## src/hdl/xbar_pkg.sv

```systemverilog
// Package with types and constants shared by the crossbar arbiter.
package xbar_pkg;

    // Master indices; lower index wins a conflict.
    localparam int MASTER_ACCEL = 0;
    localparam int MASTER_HOST = 1;
    localparam int MASTER_CORE = 2;
    localparam int NUM_MASTERS = 3;

    // Target indices: on-chip memory, then the peripheral targets.
    localparam int TARGET_MEMORY = 0;
    localparam int TARGET_PERIPH_FIRST = 1;
    localparam int NUM_TARGETS = 4;

    // Memory port widths of the four request sources.
    localparam int CORE_DATA_WIDTH = 64;
    localparam int FETCH_WIDTH = 256;
    localparam int SYSTEM_WIDTH = 32;
    localparam int NUM_MEM_SOURCES = 4;
    localparam int MAX_PARALLEL_MEM = 3;

    // Host page window: 64K bytes, so the page number is the upper 16 bits.
    localparam int ADDR_WIDTH = 32;
    localparam int PAGE_SHIFT = 16;
    localparam int PAGE_WIDTH = 16;
    localparam logic [15:0] PAGE_RESET = 16'h0000;

    // Request carried by each crossbar master.
    typedef struct packed {
        logic valid;
        logic [1:0] target;
        logic [31:0] addr;
    } xbar_req_t;

    // Arbiter state of one target.
    typedef enum logic [1:0] {
        TGT_IDLE = 2'b01,
        TGT_BUSY = 2'b10
    } tgt_state_t;

endpackage

```

## src/hdl/crossbar_priority_arbiter.sv

```systemverilog
// Crossbar arbiter with on-chip memory port scheduler and host page window.
// How it works
// - Non-conflicting masters proceed in parallel.
// - Conflict priority: accelerator, host port, core.
// - No path from host port to peripherals.
// - Memory serves up to three accesses together.
// - Sources: two core data, fetch, shared system.
// - Core data access completes in one cycle.
// - Host page set only by core.
`timescale 1ns/1ps
module crossbar_priority_arbiter #(
    parameter int NUM_MASTERS = xbar_pkg::NUM_MASTERS,
    parameter int NUM_TARGETS = xbar_pkg::NUM_TARGETS
) (
    input wire logic clk_i,
    input wire logic reset_i,
    input wire xbar_pkg::xbar_req_t req_i [NUM_MASTERS],
    input wire logic [NUM_TARGETS-1:0] done_i,
    output logic [NUM_MASTERS-1:0] grant_o,
    output logic [NUM_MASTERS-1:0] stall_o,
    output logic [NUM_MASTERS-1:0] refused_o,
    output logic [31:0] host_addr_o,
    input wire logic host_page_en_i,
    input wire logic page_wr_core_i,
    input wire logic page_wr_host_i,
    input wire logic [15:0] page_wdata_i,
    output logic [15:0] host_page_o,
    input wire logic [xbar_pkg::NUM_MEM_SOURCES-1:0] mem_req_i,
    output logic [xbar_pkg::NUM_MEM_SOURCES-1:0] mem_grant_o,
    output logic [xbar_pkg::NUM_MEM_SOURCES-1:0] mem_ack_o
);

    // Owner of each target, one-hot over masters.
    logic [NUM_MASTERS-1:0] owner [NUM_TARGETS];
    // State of each target.
    xbar_pkg::tgt_state_t tstate [NUM_TARGETS];
    // Combinational winner per target in the current cycle.
    logic [NUM_MASTERS-1:0] next_owner [NUM_TARGETS];
    // Legal request seen by each target, per master.
    logic [NUM_MASTERS-1:0] want [NUM_TARGETS];
    // Page register for the host window.
    logic [15:0] host_page;

    // Per target: legal request collection and fixed-priority pick.
    for (genvar t = 0; t < NUM_TARGETS; t++) begin : g_tgt
        for (genvar m = 0; m < NUM_MASTERS; m++) begin : g_want
            // The host port never reaches a peripheral target.
            assign want[t][m] = req_i[m].valid && (int'(req_i[m].target) == t)
                && !(m == xbar_pkg::MASTER_HOST && t >= xbar_pkg::TARGET_PERIPH_FIRST);
        end

        // Lowest index wins: accelerator, then host port, then core.
        always_comb begin
            next_owner[t] = '0;
            if (want[t][xbar_pkg::MASTER_ACCEL]) begin
                next_owner[t][xbar_pkg::MASTER_ACCEL] = 1'b1;
            end else if (want[t][xbar_pkg::MASTER_HOST]) begin
                next_owner[t][xbar_pkg::MASTER_HOST] = 1'b1;
            end else if (want[t][xbar_pkg::MASTER_CORE]) begin
                next_owner[t][xbar_pkg::MASTER_CORE] = 1'b1;
            end else begin
                next_owner[t] = '0;
            end
        end

        // Hold the owner until the target signals completion; losers wait.
        always_ff @(posedge clk_i or posedge reset_i) begin
            if (reset_i) begin
                tstate[t] <= xbar_pkg::TGT_IDLE;
                owner[t] <= '0;
            end else begin
                case (tstate[t])
                    xbar_pkg::TGT_IDLE: begin
                        if (|next_owner[t]) begin
                            owner[t] <= next_owner[t];
                            tstate[t] <= xbar_pkg::TGT_BUSY;
                        end
                    end
                    xbar_pkg::TGT_BUSY: begin
                        // Completion frees the target without aborting anyone.
                        if (done_i[t]) begin
                            owner[t] <= '0;
                            tstate[t] <= xbar_pkg::TGT_IDLE;
                        end
                    end
                    default: begin
                        tstate[t] <= xbar_pkg::TGT_IDLE;
                        owner[t] <= '0;
                    end
                endcase
            end
        end
    end

    // Grants and stalls per master; targets are independent of one another.
    always_comb begin
        grant_o = '0;
        stall_o = '0;
        refused_o = '0;
        for (int m = 0; m < NUM_MASTERS; m++) begin
            for (int t = 0; t < NUM_TARGETS; t++) begin
                if (owner[t][m]) begin
                    grant_o[m] = 1'b1;
                end
            end
            // A master with a request and no grant is held stalled.
            stall_o[m] = req_i[m].valid && !grant_o[m];
            refused_o[m] = (m == xbar_pkg::MASTER_HOST) && req_i[m].valid
                && (req_i[m].target >= 2'(xbar_pkg::TARGET_PERIPH_FIRST));
        end
    end

    // Host page register: only the core writes it; host writes are dropped.
    always_ff @(posedge clk_i or posedge reset_i) begin
        if (reset_i) begin
            host_page <= xbar_pkg::PAGE_RESET;
        end else if (page_wr_core_i) begin
            host_page <= page_wdata_i;
        end
    end

    // Host address confined to the selected 64K page when enabled.
    always_ff @(posedge clk_i or posedge reset_i) begin
        if (reset_i) begin
            host_addr_o <= '0;
        end else if (host_page_en_i) begin
            host_addr_o <= {host_page,
                req_i[xbar_pkg::MASTER_HOST].addr[xbar_pkg::PAGE_SHIFT-1:0]};
        end else begin
            host_addr_o <= req_i[xbar_pkg::MASTER_HOST].addr;
        end
    end

    assign host_page_o = host_page;

    // Memory scheduler: sources are core data A, core data B, fetch, system.
    // At most three are granted; the system port yields when all four ask.
    always_comb begin
        mem_grant_o = mem_req_i;
        if (&mem_req_i) begin
            mem_grant_o[3] = 1'b0;
        end
    end

    // Acknowledge one cycle after grant, so a core access takes one cycle.
    always_ff @(posedge clk_i or posedge reset_i) begin
        if (reset_i) begin
            mem_ack_o <= '0;
        end else begin
            mem_ack_o <= mem_grant_o;
        end
    end
endmodule // crossbar_priority_arbiter

```

## config.mk

```make
export PLATFORM = sky130hd
export DESIGN_NAME = crossbar_priority_arbiter
export DESIGN_NICKNAME = d
export VERILOG_FILES = /design/src/hdl/xbar_pkg.sv /design/src/hdl/crossbar_priority_arbiter.sv
export SDC_FILE = /design/constraint.sdc
export NUM_CORES = 1
export LEC_CHECK = 0
export BUFFER_PORTS_ARGS = -buffer_cell sky130_fd_sc_hd__buf_2
export CAP_MARGIN = 25
export CORE_ASPECT_RATIO = 0.8
export CORE_MARGIN = 3
export CORE_UTILIZATION = 34
export DETAILED_ROUTE_END_ITERATION = 7
export PLACE_DENSITY = 0.7
export SETUP_SLACK_MARGIN = 0.15
export SLEW_MARGIN = 20
export SYNTH_ARGS = -nofsm -noshare
export SYNTH_HDL_FRONTEND = slang
export SYNTH_SLANG_ARGS = --single-unit
```

## constraint.sdc

```tcl
create_clock -name clk_i -period 2.5 [get_ports clk_i]
set_input_delay 0.25 -clock clk_i [delete_from_list [all_inputs] [get_ports clk_i]]
set_output_delay 0.25 -clock clk_i [all_outputs]
set_load 0.02 [all_outputs]
```

==> results.cfg, run 1 <==
[outcome]
outcome = completed

[logic_synthesis]
syn_area_mm2 = 0.00261
ys.warnings.count = 0
synthesis.area_per_instance_um2 = 14.3
synth_seq_cells = 69
synth_sequential_area_ratio_pct = 66.4
syn_inst_count = 183
ys_dominant_reg_cell = sky130_fd_sc_hd__dfrtp_1
ys_async_sr_fraction_pct = 100
synth-edff-count = 0
synthDistinctLibCells = 34

[final_layout]
synthToLayoutAreaGrowth_pct = 43.2
design.final.nets = 468
antenna-diode-count = 0
mostFrequentLayoutCells = sky130_fd_sc_hd__buf_2 (131), sky130_fd_sc_hd__dfrtp_1 (65), sky130_fd_sc_hd__mux2_2 (32)
finish.cell_count_without_fillers = 440
post_route_cells_drive_above_1_share_pct = 56.0
layout.cells.most_common = sky130_fd_sc_hd__buf_2

[power_and_ir_drop]
netSwitchingFraction_pct = 28.3
power_frac_clock_pct = 34.8
power.net_switching_uw = 811
power.share.sequential_pct = 45.1
worst_ir_drop_vdd_mv = 0.388
p_per_area_mw_per_mm2 = 767
total_leakage_power_uw = 0.00189
pwr-share-comb_pct = 20.0
power_report.internal_total_uw = 2050

[sta]
finalSetupViolCount = 0
timing_worst_slew_pin_value_ns = 0.584
hold_slack_ns = 0.0439
rsz0062_at_grt = false
fmax_ghz = 0.549
finalHoldViolCount = 0
max-slew-margin-rel_pct = 61.0
period_share_pct = 72.8
setup_tns_ns = 0
timing_max_transition_violations_final = 0
layout_setup_ws_ns = 0.679
final.setup_skew_ns = 0.00791
finalCriticalPeriod_ns = 1.82

[detailed_routing]
vias_per_cell = 4.45
drt-total-wl_um = 6120
drtAntennaViolNets = 0
firstDrtPassIters = 4
wl_per_cell_um = 13.9
drc = 0
drt_first_iter_violations = 40
vias = 1959

[run]
max_cap_violations = 0

[cts]
tritoncts.num_buffers = 9
insertion_delay_ns = 0.34
cts.htree.levels = 3
cts_clk_pin_slew_worst_paths_ns = 0.07
cts.path.max_buffers = 2
cts_root_buffer = sky130_fd_sc_hd__clkbuf_8
cts_num_sinks = 69
clock_tree_from_tritoncts = done
post_cts.resized_instances = 0

[worst_setup_path]
timing.critical_path.fanout_max = 3
worstSetupPathType = reg -> out
critical_path.startpoint_type = flop
reg2reg_setup_slack_ns = 1.21
critical_path_arrival_ns = 1.57
worstPathRequired_ns = 2.25
critical_path.endpoint_type = output port

[floorplanning]
start_util_pct = 36.4
fp.coreArea_mm2 = 0.00716
fp.dieArea_mm2 = 0.00877
die_x_um = 104
num_io_pins = 199
die-height_um = 84.3
core.rowCount = 27

[placement]
dpl.cell_count = 407
dp_worst_setup_slack_ns = 1.05
placer_congestion_estimate = 0.789
port-buffer-count = 131
dp_hpwl_um = 4470

[min_path]
class_of_the_worst_hold_path = in -> reg

[global_routing]
first_global_vias = 2144
gr-total-overflow = 0
number_of_antenna_violations_at_the_first_check_in_global_routing = 0
largest_net_degree_at_the_start_of_global_routing = 29
grt_first_pass_wirelength_um = 10000
grt_usage_pct = 14.5
## worst max-delay path: stages, from the launching register on
cell and delay (ns):
sky130_fd_sc_hd__dfrtp_1 0.41, sky130_fd_sc_hd__or4_1 0.56, sky130_fd_sc_hd__nor2_1 0.11, sky130_fd_sc_hd__buf_2 0.16
## final cells by class
type                    instances  area (um2)
repair buffers                150         841
flip-flops and latches         69        1730
clock inverters                 7        98.8
fillers                       658        3430
well taps                     101         126
multi-input cells              96         783
clock buffers                   9         124
inverters                       8        30.0
## timing repair
| action | 4_1_cts | 5_1_grt |
|---|---|---|
| hold buffers | 15 | 2 |
| hold endpoints to repair | 40 | 2 |
| buffers inserted | 0 | 0 |
## kinds of logic after synthesis
| family | count (synthesis) | share of synthesized area (%) |
|---|---|---|
| compound gates | 25 | 6.81 |
| buf+inv | 19 | 3.74 |
| flops | 69 | 66.4 |
| mux | 32 | 13.8 |
| other cells | 1 | 0.144 |
| simple gates | 37 | 9.11 |
## stage by stage
stage	instance area, um2	power, uW	util (%)
6_report	3730	2870	52.1
5_1_grt	3730	3020	52.1
4_1_cts	3710	2910	51.9
3_5_place_dp	3340	1880	46.7
3_3_place_gp	3340	1860	46.7
2_1_floorplan	2610	1680	-
## state kept, by name (all words and copies together) (netlist names)
register     count
tstate           8
mem_ack_o        4
host_addr_o     32
owner            9
host_page_o     16
## final timing paths
| path | from | endpoint | depth (start not counted) |
|---|---|---|---|
| setup / recovery | owner[8] | stall_o[2] | 3 |
| hold / removal | mem_req_i[0] | mem_ack_o[0] | 1 |
| setup reg to reg | tstate[6] | owner[9] | 3 |
| hold reg to reg | owner[11] | owner[11] | 1 |
| max in group asynchronous | reset_i | tstate[6] | 4 |
| min in group asynchronous | reset_i | host_addr_o[2] | 3 |
## power groups by stage
| stage | Combinational [uW] | Clock (uW) | Sequential (uW) |
|---|---|---|---|
| detailed placement | 559 | 0 | 1320 |
| floorplan | 284 | 0 | 1390 |
| global placement | 546 | 0 | 1310 |
| CTS | 578 | 1030 | 1300 |
| finish | 574 | 998 | 1290 |
| global route | 626 | 1080 | 1310 |
## per-layer routing
metal,global-route usage [%],vias to the layer above,share of wire [%]
li1,-,932,-
met1,15.8,934,40
met2,23.8,87,48
met4,5.07,0,1.2
met3,8.22,6,11
met5,0,-,0
## synthesized netlist by cell type, types with 2 or more instances
master / instances / share of area (%)
sky130_fd_sc_hd__a22o_1: 2 / 0.67
sky130_fd_sc_hd__nor3b_1: 5 / 1.4
sky130_fd_sc_hd__inv_1: 8 / 1.2
sky130_fd_sc_hd__o21ai_0: 4 / 0.77
sky130_fd_sc_hd__nand3b_1: 3 / 0.86
sky130_fd_sc_hd__nand2b_1: 4 / 0.96
sky130_fd_sc_hd__nor2_1: 3 / 0.43
sky130_fd_sc_hd__a32o_1: 2 / 0.77
sky130_fd_sc_hd__clkbuf_1: 2 / 0.29
sky130_fd_sc_hd__dfstp_2: 4 / 4.0
sky130_fd_sc_hd__buf_2: 3 / 0.58
sky130_fd_sc_hd__a21oi_1: 4 / 0.77
sky130_fd_sc_hd__a21o_1: 3 / 0.86
sky130_fd_sc_hd__dfrtp_1: 65 / 62
sky130_fd_sc_hd__buf_4: 6 / 1.7
sky130_fd_sc_hd__nand3_1: 2 / 0.38
sky130_fd_sc_hd__o31ai_1: 3 / 0.86
sky130_fd_sc_hd__nor2b_1: 5 / 1.2
sky130_fd_sc_hd__mux2_2: 32 / 14
sky130_fd_sc_hd__or4_1: 2 / 0.58
sky130_fd_sc_hd__a21boi_0: 2 / 0.58
sky130_fd_sc_hd__nand2_1: 7 / 1.0
No activity file was read; power rests on OpenSTA's default activity.
==> run 2: changes to the inputs <==
--- a/config.mk
+++ b/config.mk
@@ -11,7 +11,7 @@
 export CORE_MARGIN = 3
 export CORE_UTILIZATION = 34
 export DETAILED_ROUTE_END_ITERATION = 7
-export PLACE_DENSITY = 0.7
+export PLACE_DENSITY = 0.73
 export SETUP_SLACK_MARGIN = 0.15
 export SLEW_MARGIN = 20
 export SYNTH_ARGS = -nofsm -noshare
==> constraint.sdc (replaced) <==
create_clock -name clk_i -period 1.51 [get_ports clk_i]
set_input_delay 0.151 -clock clk_i [delete_from_list [all_inputs] [get_ports clk_i]]
set_output_delay 0.151 -clock clk_i [all_outputs]
set_load 0.02 [all_outputs]
==> run 2 against run 1 <==
Against the previous run:
- the flow now finishes with violations (setup timing)
- clock skew hardly changed
- largest power group unchanged
- critical path depth stayed put
- register-to-register slack worse by 0.89 ns
- routed wire length is 4.8% higher
- critical endpoint is now stall_o[0]
- clock power is 48% higher
- highest routed layer unchanged
- sequential power is 67% higher
- cell count is 2.3% higher
- utilization is 2.2 points higher
==> results.cfg, run 2 (synthesized netlist as in run 1, its figures left out) <==
[outcome]
outcome = complete, but fails checks
violated_checks = setup timing

[sta]
timing_worst_slew_pin_value_ns = 0.498
hold_slack_ns = 0.0403
finalCriticalPeriod_ns = 1.67
period_share_pct = 111
final.setup_skew_ns = 0.00797
finalSetupViolCount = 4
finalHoldViolCount = 0
layout_setup_ws_ns = -0.162
rsz0062_at_grt = true
setup_tns_ns = -0.502
max-slew-margin-rel_pct = 66.7
fmax_ghz = 0.598
timing_max_transition_violations_final = 0

[final_layout]
multi_input_comb_area_um2 = 828
fill_cells = 634
post_route_cells_drive_above_1_share_pct = 58.5
design.final.nets = 479
regArea_mm2 = 0.00173
largest_register_ff_count = 32
layout.cells.most_common = sky130_fd_sc_hd__buf_2
synthToLayoutAreaGrowth_pct = 49.1
registers.top_by_ff_count = host_addr_o
antenna-diode-count = 0
mostFrequentLayoutCells = sky130_fd_sc_hd__buf_2 (126), sky130_fd_sc_hd__dfrtp_1 (65), sky130_fd_sc_hd__mux2_2 (32)
layout.core_utilization_pct = 54.3

[placement]
port-buffer-count = 131
placer_congestion_estimate = 0.766
dp_hpwl_um = 4410

[cts]
insertion_delay_ns = 0.33
cts_root_buffer = sky130_fd_sc_hd__clkbuf_8
cts.path.max_buffers = 2
cts.htree.levels = 3
cts_clk_pin_slew_worst_paths_ns = 0.08
clock_tree_from_tritoncts = done
cts_num_sinks = 69
tritoncts.num_buffers = 9

[global_routing]
largest_net_degree_at_the_start_of_global_routing = 42
first_global_vias = 2133
grt_first_pass_wirelength_um = 10400
number_of_antenna_violations_at_the_first_check_in_global_routing = 0
grt_usage_pct = 15.1
gr-total-overflow = 0

[floorplanning]
start_util_pct = 36.4
core.rowCount = 27
fp.dieArea_mm2 = 0.00877
fp.coreArea_mm2 = 0.00716
num_io_pins = 199
die-height_um = 84.3
die_x_um = 104

[min_path]
hold_path_startpoint = page_wdata_i[4]
worst_hold_path.num_cells = 2
class_of_the_worst_hold_path = in -> reg
terminating_pin_of_the_worst_hold_path = host_page_o[4]

[detailed_routing]
firstDrtPassIters = 4
drtAntennaViolNets = 0
vias = 2002
drt-total-wl_um = 6420
met2_wire_length_um = 3070
vias_per_cell = 4.45
drc = 0
met1Wirelength_um = 2530
met3_length_um = 742
top_sig_layer = met4
wl_per_cell_um = 14.3
drt_first_iter_violations = 39

[power_and_ir_drop]
total_leakage_power_uw = 0.00194
worst_ir_drop_vdd_mv = 0.735
p_per_area_mw_per_mm2 = 1220

[worst_setup_path]
crit-reg2reg-launch = tstate[6]
r2r.worst_path.cells = 3
reg2reg_to = owner[11]
worstSetupPathType = reg -> out
critical_path.startpoint_type = flop
critical_path.endpoint_type = output port
critical_path_arrival_ns = 1.52
worstPathRequired_ns = 1.36
timing.critical_path.fanout_max = 2
reg2reg_setup_slack_ns = 0.32

[run]
max_cap_violations = 0
-- run 2: cell count changes in the layout (fill, tap and decap cells not counted), moves of 2 or more --
cell                            delta
sky130_fd_sc_hd__buf_2             -5
sky130_fd_sc_hd__or4_1             -2
sky130_fd_sc_hd__or4_4             +2
sky130_fd_sc_hd__buf_4             +7
sky130_fd_sc_hd__dlygate4sd3_1     +3
sky130_fd_sc_hd__nor2_1            -2
sky130_fd_sc_hd__clkinvlp_4        +2
sky130_fd_sc_hd__buf_6             +5
sky130_fd_sc_hd__nor2_4            +2
-- run 2: power by group --
group	switching, uW	internal [uW]	total (uW)
Combinational	580	529	1110
Sequential	94.3	2050	2150
Clock	711	767	1480
Total	1380	3350	4730
-- run 2: per-layer routing --
metal,up-vias,global-route usage [%]
met5,-,0
met4,0,3.99
met3,6,9.84
met2,86,24.3
met1,959,16.8
li1,951,-
-- run 2: stage by stage --
step,setup slack (ns),instances,instance area [um2],power [uW]
6_report,-0.162,450,3890,4730
5_1_grt,-0.231,450,3890,5010
4_1_cts,-0.174,447,3830,4740
3_5_place_dp,0.174,408,3390,3140
3_3_place_gp,0.175,408,3390,3110
2_1_floorplan,0.239,184,2640,2820
-- run 2: worst max path at each step --
stage            endpoint  slack, ns  cells after the start      from
6_report       stall_o[0]      -0.16                      3  owner[9]
3_3_place_gp   stall_o[2]       0.18                      3  owner[8]
5_1_grt        stall_o[0]      -0.23                      3  owner[9]
4_1_cts        stall_o[0]      -0.17                      3  owner[9]
2_1_floorplan  stall_o[2]       0.24                      2  owner[2]
3_5_place_dp   stall_o[2]       0.17                      3  owner[8]
-- run 2: layout make-up --
cell class / instances / share of cell area, %
Sequential cell: 69 / 44.5
Timing Repair Buffer: 161 / 25.1
Multi-Input combinational cell: 96 / 21.3
Tap cell: 101 / 3.25
Clock buffer: 9 / 3.18
Clock inverter: 6 / 1.83
Inverter: 8 / 0.868
-- run 2: critical path, stage by stage, from the launching register on --
cell and delay [ns]:
sky130_fd_sc_hd__dfrtp_1 0.39, sky130_fd_sc_hd__or4_4 0.58, sky130_fd_sc_hd__nor2_4 0.10, sky130_fd_sc_hd__buf_6 0.12
-- run 2: repair_timing --
action	4_1_cts	5_1_grt
buffers inserted	4	3
setup endpoints to repair	4	8
cloned	0	0
hold endpoints to repair	35	0
pin swaps	1	1
hold buffers	20	0
resized for setup	6	8
==> run 3: changes to the inputs <==
--- a/config.mk
+++ b/config.mk
@@ -11,7 +11,7 @@
 export CORE_MARGIN = 3
 export CORE_UTILIZATION = 34
 export DETAILED_ROUTE_END_ITERATION = 7
-export PLACE_DENSITY = 0.73
+export PLACE_DENSITY = 0.7
 export SETUP_SLACK_MARGIN = 0.15
 export SLEW_MARGIN = 20
 export SYNTH_ARGS = -nofsm -noshare
==> run 3 against run 2 <==
Against the previous run:
- sequential power about the same
- utilization is 0.44 points lower
- sequential cell count unchanged
- register-to-register slack got worse by 0.03 ns
- clock power barely moved
- clock-buffer cell count increased by 2
- routed wire length fell by 4.3%
- the run still ends with setup timing left
- via count increased by 1.6%
- fmax up 0.70%
- first-iteration DRC count down 5.1%
- critical path type unchanged
- worst setup slack improved by 0.012 ns
==> results.cfg, run 3 (synthesized netlist as in run 1, its figures left out) <==
[floorplanning]
die-height_um = 84.3
num_io_pins = 199
core.rowCount = 27
die_x_um = 104
start_util_pct = 36.4
fp.coreArea_mm2 = 0.00716
fp.dieArea_mm2 = 0.00877

[power_and_ir_drop]
p_per_area_mw_per_mm2 = 1230
power_frac_clock_pct = 31.5
pwr-share-comb_pct = 23.2
worst_ir_drop_vdd_mv = 0.580
total_leakage_power_uw = 0.00193
power.share.sequential_pct = 45.3
netSwitchingFraction_pct = 28.6
power_report.internal_total_uw = 3390
power.net_switching_uw = 1350

[detailed_routing]
drtAntennaViolNets = 0
firstDrtPassIters = 4
drc = 0
drt_first_iter_violations = 37
vias = 2034
wl_per_cell_um = 13.7
vias_per_cell = 4.54
drt-total-wl_um = 6140

[sta]
finalCriticalPeriod_ns = 1.66
fmax_ghz = 0.602
period_share_pct = 110
timing_max_transition_violations_final = 0
finalSetupViolCount = 4
setup_tns_ns = -0.467
finalHoldViolCount = 0
rsz0062_at_grt = true
final.setup_skew_ns = 0.00918
layout_setup_ws_ns = -0.151

[final_layout]
largest_register_ff_count = 32
layout.cells.most_common = sky130_fd_sc_hd__buf_2
mostFrequentLayoutCells = sky130_fd_sc_hd__buf_2 (127), sky130_fd_sc_hd__dfrtp_1 (65), sky130_fd_sc_hd__mux2_2 (32)
post_route_cells_drive_above_1_share_pct = 57.6
antenna-diode-count = 0
design.final.nets = 476
registers.top_by_ff_count = host_addr_o
synthToLayoutAreaGrowth_pct = 47.9

[worst_setup_path]
sequence_of_cells_on_the_critical_path = or4_4, nor2_4, buf_6
worstPathRequired_ns = 1.36
critical_path.endpoint_type = output port
critical_path_arrival_ns = 1.51
critical_path.startpoint_type = flop
cpMaxStageDelayCell = sky130_fd_sc_hd__or4_4
timing.critical_path.fanout_max = 2
worstSetupPathType = reg -> out
max_stage_delay_ns = 0.58

[placement]
placer_congestion_estimate = 0.737
dp_hpwl_um = 4230
dp_worst_setup_slack_ns = 0.175
port-buffer-count = 131

[global_routing]
number_of_antenna_violations_at_the_first_check_in_global_routing = 0
largest_net_degree_at_the_start_of_global_routing = 70
gr-total-overflow = 0
grt_usage_pct = 14.7
first_global_vias = 2224
grt_first_pass_wirelength_um = 10200

[cts]
cts.htree.levels = 3
insertion_delay_ns = 0.34
cts_num_sinks = 69
cts_clk_pin_slew_worst_paths_ns = 0.08
cts.path.max_buffers = 2
tritoncts.num_buffers = 9
cts_root_buffer = sky130_fd_sc_hd__clkbuf_8
clock_tree_from_tritoncts = done

[outcome]
outcome = complete, but fails checks
violated_checks = setup timing

[min_path]
class_of_the_worst_hold_path = in -> reg

[run]
max_cap_violations = 0
-- run 3: changes by cell type in the layout (fill, tap and decap cells not counted), sizes merged --
cell and delta:
clkinv +2, inv -2, clkinvlp -1, buf -3, clkbuf +2
-- run 3: worst paths after layout --
path                                  end  depth (start not counted)             from  slack [ns]
min                        host_page_o[1]                          2  page_wdata_i[1]        0.04
min in group asynchronous  host_addr_o[1]                          4          reset_i        0.44
max in group asynchronous       tstate[2]                          4          reset_i        0.72
min reg2reg                     owner[11]                          1        owner[11]        0.52
max reg2reg                     owner[11]                          3        tstate[6]        0.29
max                            stall_o[2]                          3         owner[2]       -0.15
-- run 3: layer usage --
layer  vias up  part of all wire (%)  global-route usage, %
met4         0                   1.3                   6.04
met1       975                    39                   16.1
met3         9                    11                   7.92
met5         -                     0                      0
met2        96                    49                   24.0
li1        954                     -                      -
-- run 3: power groups by stage --
stage               Clock [uW]  Combinational, uW  Sequential, uW
detailed placement           0                955            2180
CTS                       1560               1060            2140
finish                    1490               1100            2150
global placement             0                940            2170
global route              1640               1200            2170
floorplan                    0                505            2310
-- run 3: area by class of cell --
cell class,instances,area (um2)
Clock buffer,11,141
Multi-Input combinational cell,96,820
Fill cell,658,3300
Sequential cell,69,1730
Clock inverter,5,60.1
Inverter,8,33.8
Timing Repair Buffer,158,946
Tap cell,101,126
-- run 3: worst max-delay path: cells and delay by family, from the launching register on --
family / cells / cell delay (ns)
buffers and inverters: 1 / 0.11
and+or+nand+nor: 2 / 0.68
DFF: 1 / 0.39
-- run 3: repair_timing --
action / CTS / global route
gates resized for setup: 6 / 5
endpoints found under the setup margin: 4 / 7
setup buffers: 4 / 1
pin swaps: 1 / 1
hold buffers: 20 / 0
hold endpoints to repair: 84 / 0
-- run 3: per-stage QoR --
step	hold slack, ns	cell area, um2	instances	utilization (%)	power (uW)
after floorplan	0.182	2640	184	-	2820
after global placement	0.259	3380	407	47.2	3110
after detailed placement	0.260	3380	407	47.2	3140
after CTS	0.00714	3830	447	53.5	4760
after global routing	0.00556	3860	448	53.9	5010
final	0.0363	3860	448	53.9	4740
